File: src/rtl/alt_pkg.sv
package alt_pkg;

	// register access port
	localparam int ADDR_W = 8;
	localparam int DATA_W = 16;

	// register offsets
	localparam logic [7:0] SHUNT_HI_OFS = 8'h0C;
	localparam logic [7:0] SHUNT_LO_OFS = 8'h0D;
	localparam logic [7:0] BUS_HI_OFS   = 8'h0E;
	localparam logic [7:0] BUS_LO_OFS   = 8'h0F;
	localparam logic [7:0] TEMP_HI_OFS  = 8'h10;
	localparam logic [7:0] POWER_HI_OFS = 8'h11;
	localparam logic [7:0] MAKER_OFS    = 8'h3E;

	// values after reset
	localparam logic [15:0] SHUNT_HI_RST = 16'h7FFF;
	localparam logic [15:0] SHUNT_LO_RST = 16'h8000;
	localparam logic [15:0] BUS_HI_RST   = 16'h7FFF;
	localparam logic [15:0] BUS_LO_RST   = 16'h0000;
	localparam logic [15:0] TEMP_HI_RST  = 16'h7FFF;
	localparam logic [15:0] POWER_HI_RST = 16'h0FFF;
	localparam logic [15:0] RDATA_RST    = 16'h0000;

	// field layout
	localparam int BUS_THR_W   = 15;
	localparam int TEMP_LSB    = 4;
	localparam int TEMP_W      = 12;
	localparam int POWER_W     = 24;
	localparam int POWER_SHIFT = 8;

	// flag positions in limit_flags
	localparam int FLG_TEMP_HI  = 5;
	localparam int FLG_SHUNT_HI = 4;
	localparam int FLG_SHUNT_LO = 3;
	localparam int FLG_BUS_HI   = 2;
	localparam int FLG_BUS_LO   = 1;
	localparam int FLG_POWER_HI = 0;
	localparam int NUM_FLAGS    = 6;

endpackage

File: src/rtl/alt_limits.sv
// Functional notes
// - negative shunt high threshold trips on a zero shunt sample.
// - shunt high threshold is signed 16-bit, scaled by shunt range.
// - shunt low threshold is signed 16-bit, flags samples below it.
// - bus high threshold is unsigned 15-bit, flags bus overvoltage.
// - bus low threshold is unsigned 15-bit, flags bus undervoltage.
// - bit 15 of both bus thresholds ignores writes, reads zero.
// - temperature threshold in bits 15:4, signed, compared with die temp.
// - low four temperature threshold bits always read zero.
// - power threshold unsigned, 256 power steps per code, flags over-power.
// - fixed read-only 16-bit maker code register.
// - shunt thresholds reset to most positive and most negative codes.
// - each comparison sets its own limit flag on a crossing.
// - latched flags hold until diagnostic read; transparent ones follow.
// - shunt range select picks the LSB weight of shunt codes.
module alt_limits
	import alt_pkg::*;
#(
	// arbitrary neutral value, not any real maker
	parameter logic [15:0] MAKER_CODE = 16'h4142
) (
	// clock and reset
	input  wire logic                clk,
	input  wire logic                rst,
	// register access
	input  wire logic [ADDR_W-1:0]   reg_addr,
	input  wire logic                reg_wr,
	input  wire logic [DATA_W-1:0]   reg_wdata,
	input  wire logic                reg_rd,
	output logic      [DATA_W-1:0]   reg_rdata,
	// configuration and diagnostic access
	input  wire logic                shunt_range_select,
	input  wire logic                alert_latch_select,
	input  wire logic                diag_read,
	// shunt result
	input  wire logic [DATA_W-1:0]   shunt_result,
	input  wire logic                shunt_valid,
	// bus result
	input  wire logic [DATA_W-1:0]   bus_result,
	input  wire logic                bus_valid,
	// temperature result
	input  wire logic [TEMP_W-1:0]   die_temperature_result,
	input  wire logic                temp_valid,
	// power result
	input  wire logic [POWER_W-1:0]  power_result,
	input  wire logic                power_valid,
	// limit status
	output logic      [NUM_FLAGS-1:0] limit_flags,
	output logic                     limit_alert
);

	// threshold storage
	logic [DATA_W-1:0]    shunt_hi_ff;
	logic [DATA_W-1:0]    shunt_lo_ff;
	logic [BUS_THR_W-1:0] bus_hi_ff;
	logic [BUS_THR_W-1:0] bus_lo_ff;
	logic [TEMP_W-1:0]    temp_hi_ff;
	logic [DATA_W-1:0]    power_hi_ff;
	logic [DATA_W-1:0]    nxt_shunt_hi;
	logic [DATA_W-1:0]    nxt_shunt_lo;
	logic [BUS_THR_W-1:0] nxt_bus_hi;
	logic [BUS_THR_W-1:0] nxt_bus_lo;
	logic [TEMP_W-1:0]    nxt_temp_hi;
	logic [DATA_W-1:0]    nxt_power_hi;

	// read path and status
	logic [DATA_W-1:0]    rd_val;
	logic [DATA_W-1:0]    reg_rdata_ff;
	logic [DATA_W-1:0]    nxt_rdata;
	logic                 range_ff;
	logic                 nxt_range;
	logic                 range_chg;
	logic                 alert_ff;
	logic                 nxt_alert;

	// comparison levels
	logic                 shunt_over;
	logic                 shunt_under;
	logic                 bus_over;
	logic                 bus_under;
	logic                 temp_over;
	logic                 power_over;
	logic [NUM_FLAGS-1:0] conds;
	logic [NUM_FLAGS-1:0] flags;

	always_comb begin
		nxt_shunt_hi = shunt_hi_ff;
		nxt_shunt_lo = shunt_lo_ff;
		nxt_bus_hi   = bus_hi_ff;
		nxt_bus_lo   = bus_lo_ff;
		nxt_temp_hi  = temp_hi_ff;
		nxt_power_hi = power_hi_ff;
		if (reg_wr) begin
			case (reg_addr)
				SHUNT_HI_OFS: nxt_shunt_hi = reg_wdata;
				SHUNT_LO_OFS: nxt_shunt_lo = reg_wdata;
				// bit 15 of the bus words is dropped
				BUS_HI_OFS: nxt_bus_hi = reg_wdata[BUS_THR_W-1:0];
				BUS_LO_OFS: nxt_bus_lo = reg_wdata[BUS_THR_W-1:0];
				TEMP_HI_OFS: nxt_temp_hi = reg_wdata[DATA_W-1:TEMP_LSB];
				POWER_HI_OFS: nxt_power_hi = reg_wdata;
				default: ;
			endcase
		end
	end

	always_ff @(posedge clk or posedge rst) begin
		if (rst) begin
			shunt_hi_ff <= SHUNT_HI_RST;
			shunt_lo_ff <= SHUNT_LO_RST;
			bus_hi_ff   <= BUS_HI_RST[BUS_THR_W-1:0];
			bus_lo_ff   <= BUS_LO_RST[BUS_THR_W-1:0];
			temp_hi_ff  <= TEMP_HI_RST[DATA_W-1:TEMP_LSB];
			power_hi_ff <= POWER_HI_RST;
		end else begin
			shunt_hi_ff <= nxt_shunt_hi;
			shunt_lo_ff <= nxt_shunt_lo;
			bus_hi_ff   <= nxt_bus_hi;
			bus_lo_ff   <= nxt_bus_lo;
			temp_hi_ff  <= nxt_temp_hi;
			power_hi_ff <= nxt_power_hi;
		end
	end

	always_comb begin
		case (reg_addr)
			SHUNT_HI_OFS: rd_val = shunt_hi_ff;
			SHUNT_LO_OFS: rd_val = shunt_lo_ff;
			BUS_HI_OFS:   rd_val = {1'b0, bus_hi_ff};
			BUS_LO_OFS:   rd_val = {1'b0, bus_lo_ff};
			TEMP_HI_OFS:  rd_val = {temp_hi_ff, 4'h0};
			POWER_HI_OFS: rd_val = power_hi_ff;
			MAKER_OFS:    rd_val = MAKER_CODE;
			// offsets outside this bank read zero
			default:      rd_val = 16'h0000;
		endcase
	end

	// a stored shunt level was coded in the old range, so drop it
	assign range_chg = shunt_range_select != range_ff;

	always_comb begin
		nxt_rdata = reg_rd ? rd_val : reg_rdata_ff;
		nxt_range = shunt_range_select;
		nxt_alert = |flags;
	end

	always_ff @(posedge clk or posedge rst) begin
		if (rst) begin
			reg_rdata_ff <= RDATA_RST;
			range_ff     <= 1'b0;
			alert_ff     <= 1'b0;
		end else begin
			reg_rdata_ff <= nxt_rdata;
			range_ff     <= nxt_range;
			alert_ff     <= nxt_alert;
		end
	end

	// shunt codes and thresholds share one LSB, so raw codes compare
	alt_cmp #(
		.W      (DATA_W),
		.SIGNED (1'b1)
	) u_shunt_cmp (
		.clk          (clk),
		.rst          (rst),
		.flush        (range_chg),
		.sample_valid (shunt_valid),
		.sample       (shunt_result),
		.high_thr     (shunt_hi_ff),
		.low_thr      (shunt_lo_ff),
		.over         (shunt_over),
		.under        (shunt_under)
	);

	alt_cmp #(
		.W      (DATA_W),
		.SIGNED (1'b0)
	) u_bus_cmp (
		.clk          (clk),
		.rst          (rst),
		.flush        (1'b0),
		.sample_valid (bus_valid),
		.sample       (bus_result),
		.high_thr     ({1'b0, bus_hi_ff}),
		.low_thr      ({1'b0, bus_lo_ff}),
		.over         (bus_over),
		.under        (bus_under)
	);

	alt_cmp #(
		.W      (TEMP_W),
		.SIGNED (1'b1)
	) u_temp_cmp (
		.clk          (clk),
		.rst          (rst),
		.flush        (1'b0),
		.sample_valid (temp_valid),
		.sample       (die_temperature_result),
		.high_thr     (temp_hi_ff),
		.low_thr      ({TEMP_W{1'b0}}),
		.over         (temp_over),
		.under        ()
	);

	alt_cmp #(
		.W      (POWER_W),
		.SIGNED (1'b0)
	) u_power_cmp (
		.clk          (clk),
		.rst          (rst),
		.flush        (1'b0),
		.sample_valid (power_valid),
		.sample       (power_result),
		.high_thr     ({power_hi_ff, {POWER_SHIFT{1'b0}}}),
		.low_thr      ({POWER_W{1'b0}}),
		.over         (power_over),
		.under        ()
	);

	always_comb begin
		conds               = '0;
		conds[FLG_TEMP_HI]  = temp_over;
		conds[FLG_SHUNT_HI] = shunt_over;
		conds[FLG_SHUNT_LO] = shunt_under;
		conds[FLG_BUS_HI]   = bus_over;
		conds[FLG_BUS_LO]   = bus_under;
		conds[FLG_POWER_HI] = power_over;
	end

	for (genvar i = 0; i < NUM_FLAGS; i++) begin : g_flag
		alt_flag u_flag (
			.clk     (clk),
			.rst     (rst),
			.latched (alert_latch_select),
			.clear   (diag_read),
			.cond    (conds[i]),
			.flag    (flags[i])
		);
	end

	assign limit_flags = flags;
	assign limit_alert = alert_ff;
	assign reg_rdata   = reg_rdata_ff;
endmodule // alt_limits

File: src/rtl/alt_cmp.sv
module alt_cmp
	import alt_pkg::*;
#(
	parameter int   W      = 16,
	parameter logic SIGNED = 1'b1
) (
	// clock and reset
	input  wire logic         clk,
	input  wire logic         rst,
	// sample and thresholds
	input  wire logic         flush,
	input  wire logic         sample_valid,
	input  wire logic [W-1:0] sample,
	input  wire logic [W-1:0] high_thr,
	input  wire logic [W-1:0] low_thr,
	// comparison levels
	output logic              over,
	output logic              under
);

	// flipping the sign bit lets one unsigned compare serve both codings
	localparam logic [W-1:0] BIAS = SIGNED ? {1'b1, {(W-1){1'b0}}} : '0;

	logic [W-1:0] s_b;
	logic [W-1:0] hi_b;
	logic [W-1:0] lo_b;
	logic         over_ff;
	logic         under_ff;
	logic         nxt_over;
	logic         nxt_under;

	assign s_b  = sample ^ BIAS;
	assign hi_b = high_thr ^ BIAS;
	assign lo_b = low_thr ^ BIAS;

	always_comb begin
		nxt_over  = over_ff;
		nxt_under = under_ff;
		if (flush) begin
			nxt_over  = 1'b0;
			nxt_under = 1'b0;
		end else if (sample_valid) begin
			nxt_over  = s_b > hi_b;
			nxt_under = s_b < lo_b;
		end
	end

	always_ff @(posedge clk or posedge rst) begin
		if (rst) begin
			over_ff  <= 1'b0;
			under_ff <= 1'b0;
		end else begin
			over_ff  <= nxt_over;
			under_ff <= nxt_under;
		end
	end

	assign over  = over_ff;
	assign under = under_ff;
endmodule // alt_cmp

File: src/rtl/alt_flag.sv
module alt_flag
	import alt_pkg::*;
(
	// clock and reset
	input  wire logic clk,
	input  wire logic rst,
	// control
	input  wire logic latched,
	input  wire logic clear,
	input  wire logic cond,
	// flag
	output logic      flag
);

	logic flag_ff;
	logic nxt_flag;

	always_comb begin
		if (!latched) begin
			nxt_flag = cond;
		end else if (cond) begin
			nxt_flag = 1'b1;
		end else if (clear) begin
			nxt_flag = 1'b0;
		end else begin
			nxt_flag = flag_ff;
		end
	end

	always_ff @(posedge clk or posedge rst) begin
		if (rst) begin
			flag_ff <= 1'b0;
		end else begin
			flag_ff <= nxt_flag;
		end
	end

	assign flag = flag_ff;
endmodule // alt_flag

File: config.mk
export PLATFORM = sky130hd
export DESIGN_NAME = alt_limits
export DESIGN_NICKNAME = d
export VERILOG_FILES = /design/src/rtl/alt_pkg.sv /design/src/rtl/alt_limits.sv /design/src/rtl/alt_cmp.sv /design/src/rtl/alt_flag.sv
export SDC_FILE = /design/constraint.sdc
export NUM_CORES = 1
export LEC_CHECK = 0
export BUFFER_PORTS_ARGS = -buffer_cell sky130_fd_sc_hd__buf_2
export CAP_MARGIN = 0
export CORE_ASPECT_RATIO = 0.8
export CORE_UTILIZATION = 52
export CTS_CLUSTER_DIAMETER = 30
export DETAILED_ROUTE_END_ITERATION = 10
export PLACE_DENSITY = 0.75
export SYNTH_ARGS = -nofsm -noshare
export SYNTH_HDL_FRONTEND = slang
export SYNTH_SLANG_ARGS = --single-unit
File: constraint.sdc
create_clock -name clk -period 3.5 [get_ports clk]
set_input_delay 0.35 -clock clk [delete_from_list [all_inputs] [get_ports clk]]
set_output_delay 0.35 -clock clk [all_outputs]
set_load 0.005 [all_outputs]
==> impl_metrics.json <==
{
  "drv_cap": 0,
  "area_delta_synth_final_pct": 18.4,
  "ys_types": 57,
  "tightest_slew_ns": 0.981,
  "grt_max_degree": 82,
  "final_nets": 1000,
  "start_util_pct": 53.1,
  "synth_ff_type": "dfrtp_1",
  "clock_path_buffers": 2,
  "synth-compound-area-share_pct": 10.4,
  "num_io_pins": 126,
  "fin_ws_ns": 1.12,
  "synth_warnings": 0,
  "worstPathArrival_ns": 2.65,
  "synth.cell_area_um2": 7570,
  "netlist_instances": 686,
  "rsz0062_at_grt": "no",
  "diodes": 0,
  "synthMuxAreaShare_pct": 18.6,
  "drt_iter0_drc": 445,
  "cts_resized": 0,
  "relSlewSlack_pct": 34.6,
  "antenna_found_initial": 0,
  "top_usage_layer": "met2",
  "outcome": "finished, final reports clean",
  "synth_nets": 877,
  "gp_congestion": 0.882,
  "power_leakage_nw": 4.09,
  "clock-sinks": 120,
  "yosysTopAreaCell": "dfrtp_1",
  "period_share_pct": 68.1,
  "die-width_um": 137,
  "skew_ns": 0.0104,
  "setup_viol": 0,
  "drtAntennaViolNets": 0,
  "final-hold-violation-count": 0,
  "synth_top_family_by_area": "multiplexers",
  "syn_area_per_cell_um2": 11.0,
  "slew_violations": 0,
  "root_buffer": "clkbuf_16",
  "max-vdd-ir-drop_v": 0.000445,
  "vias_per_cell": 5.96,
  "fin_crit_ns": 2.38,
  "synth-adder-area-share_pct": 14.6,
  "core_region_area_um2": 14200,
  "fin_area_um2": 8960,
  "place.detailed.instances": 974,
  "die_h_um": 110,
  "dpl_cell_area_um2": 8300,
  "crit_type": "flip-flop to flip-flop",
  "synth_edf_count": 0,
  "grt_usage_pct": 29.0,
  "use_met1_pct": 39.9,
  "hp-class": "input port to flip-flop",
  "numCtsBuffers": 17,
  "wl_per_cell_um": 20.6,
  "final_cell_mix": "buf_2, inv_1, ha_1",
  "wirelength_um": 20700,
  "overflow": 0,
  "place_hpwl_um": 16000,
  "synth_area_leaders": "dfrtp_1, dfstp_2, ha_1",
  "final_common_cell": "buf_2",
  "synth_top_area_share_pct": 21.8,
  "portBuffers": 125,
  "synth-xor-area-share_pct": 0.116,
  "final.setup.tns_ns": 0,
  "clk_latency_ns": 0.42,
  "crit_fanout": 3,
  "synthSimpleGateAreaFrac_pct": 8.96,
  "required_ns": 3.77,
  "yosysSeqAreaShare_pct": 40.6,
  "remaining_drc_errors": 0,
  "holdBufCountCts": 0,
  "drt_pass1_iterations": 7,
  "grt_pass1_vias": 5859,
  "cts_tree": "done",
  "startpoint_type": "flip-flop",
  "post_cts_buffers": 0,
  "dp_slack_ns": 0.855,
  "drive_gt1_share_pct": 40.1,
  "die_area_um2": 15000,
  "clk_pin_slew_ns": 0.05,
  "holdWs_ns": 0.0691,
  "grt_pass1_wl_um": 31600,
  "grt_util_met3_pct": 4.66,
  "end_kind": "flip-flop",
  "async_flop_share_pct": 100,
  "synth.ff_latch_count": 120,
  "rows": 39,
  "grtUsageMet2_pct": 46.6,
  "p_per_area_nw_per_um2": 446,
  "htree_levels": 4,
  "fmax_ghz": 0.420,
  "vias": 5993,
  "stdcell_count": 1006
}
worst max-delay path: stages (launching register included):
cell and delay, ns:
dfstp_2 0.57, inv_1 0.06, ha_1 0.27, nand4_1 0.22
nor4_1 0.75, a21oi_1 0.15, a21oi_1 0.16, a41oi_1 0.06
registers in the layout, summed over array words and instances, names as in the netlist:
register,flops
g_flag.u_flag.flag,6
range_ff,1
bus_hi_ff,15
u_bus_cmp.under,1
reg_rdata,16
power_hi_ff,16
u_bus_cmp.over,1
bus_lo_ff,15
u_temp_cmp.over,1
limit_alert,1
temp_hi_ff,12
shunt_hi_ff,16
u_power_cmp.over,1
shunt_lo_ff,16
u_shunt_cmp.under,1
u_shunt_cmp.over,1
layout make-up:
class	count	area (um^2)
Fill cell	1120	5290
Multi-Input combinational cell	443	3980
Sequential cell	120	3070
Timing Repair Buffer	128	648
Clock buffer	21	460
Inverter	99	374
Tap cell	184	230
Clock inverter	11	195
synthesized netlist by cell type (all sizes together) (2+ instances only):
| cell | n |
|---|---|
| inv | 99 |
| mux2 | 90 |
| ha | 88 |
| dfrtp | 66 |
| dfstp | 54 |
| a21oi | 44 |
| nand2 | 35 |
| nor2 | 24 |
| o21ai | 23 |
| buf | 19 |
| mux4 | 14 |
| nand3 | 13 |
| a22oi | 11 |
| nand4 | 11 |
| a21o | 10 |
| nor2b | 8 |
| o22ai | 7 |
| nand2b | 6 |
| a211oi | 5 |
| clkbuf | 5 |
| nor4 | 5 |
| a2111oi | 4 |
| a221oi | 4 |
| and4 | 4 |
| mux2i | 4 |
| nor3 | 4 |
| o211ai | 3 |
| a21boi | 2 |
| a31oi | 2 |
| nand4b | 2 |
| nor3b | 2 |
| o2111ai | 2 |
where the power goes:
| group | leakage [nW] | internal [mW] | switching [mW] |
|---|---|---|---|
| Combinational | 2.35 | 0.229 | 0.273 |
| Clock | 0.309 | 1.30 | 0.634 |
| Sequential | 1.43 | 1.48 | 0.0715 |
stage by stage:
step | power (mW) | util, %
3_3_place_gp | 2.03 | 58.3
4_1_cts | 3.99 | 62.9
6_report | 3.99 | 62.9
5_1_grt | 4.13 | 62.9
2_1_floorplan | 1.85 | -
3_5_place_dp | 2.07 | 58.3
metal layers:
metal	vias up	part of all wire [%]	wire length, um
met1	2972	44	9130
met4	0	2.2	457
met3	44	7.4	1540
met5	-	0	0
met2	266	46	9600
li1	2711	-	-
worst paths after layout:
| path | start | slack (ns) | to | depth (start not counted) |
|---|---|---|---|---|
| max reg2reg | shunt_hi_ff[12] | 1.12 | u_shunt_cmp.over | 7 |
| min | shunt_range_select | 0.07 | range_ff | 1 |
| min in group asynchronous | rst | 0.16 | g_flag[3].u_flag.flag | 2 |
| max | shunt_hi_ff[12] | 1.12 | u_shunt_cmp.over | 7 |
| min reg2reg | u_shunt_cmp.under | 0.46 | g_flag[3].u_flag.flag | 1 |
| max in group asynchronous | rst | 2.39 | bus_hi_ff[0] | 3 |
kinds of logic (layout without fill, tap and decap cells):
| logic type | after synthesis | in the layout |
|---|---|---|
| AOI/OAI and AO/OA | 125 | 125 |
| buffers and inverters | 123 | 259 |
| DFF | 120 | 120 |
| and+or+nand+nor | 121 | 121 |
| adders and majority gates | 88 | 88 |
| xor gates and xnor gates | 1 | 1 |
| muxes | 108 | 108 |
No activity file was read; power rests on OpenSTA's default activity.
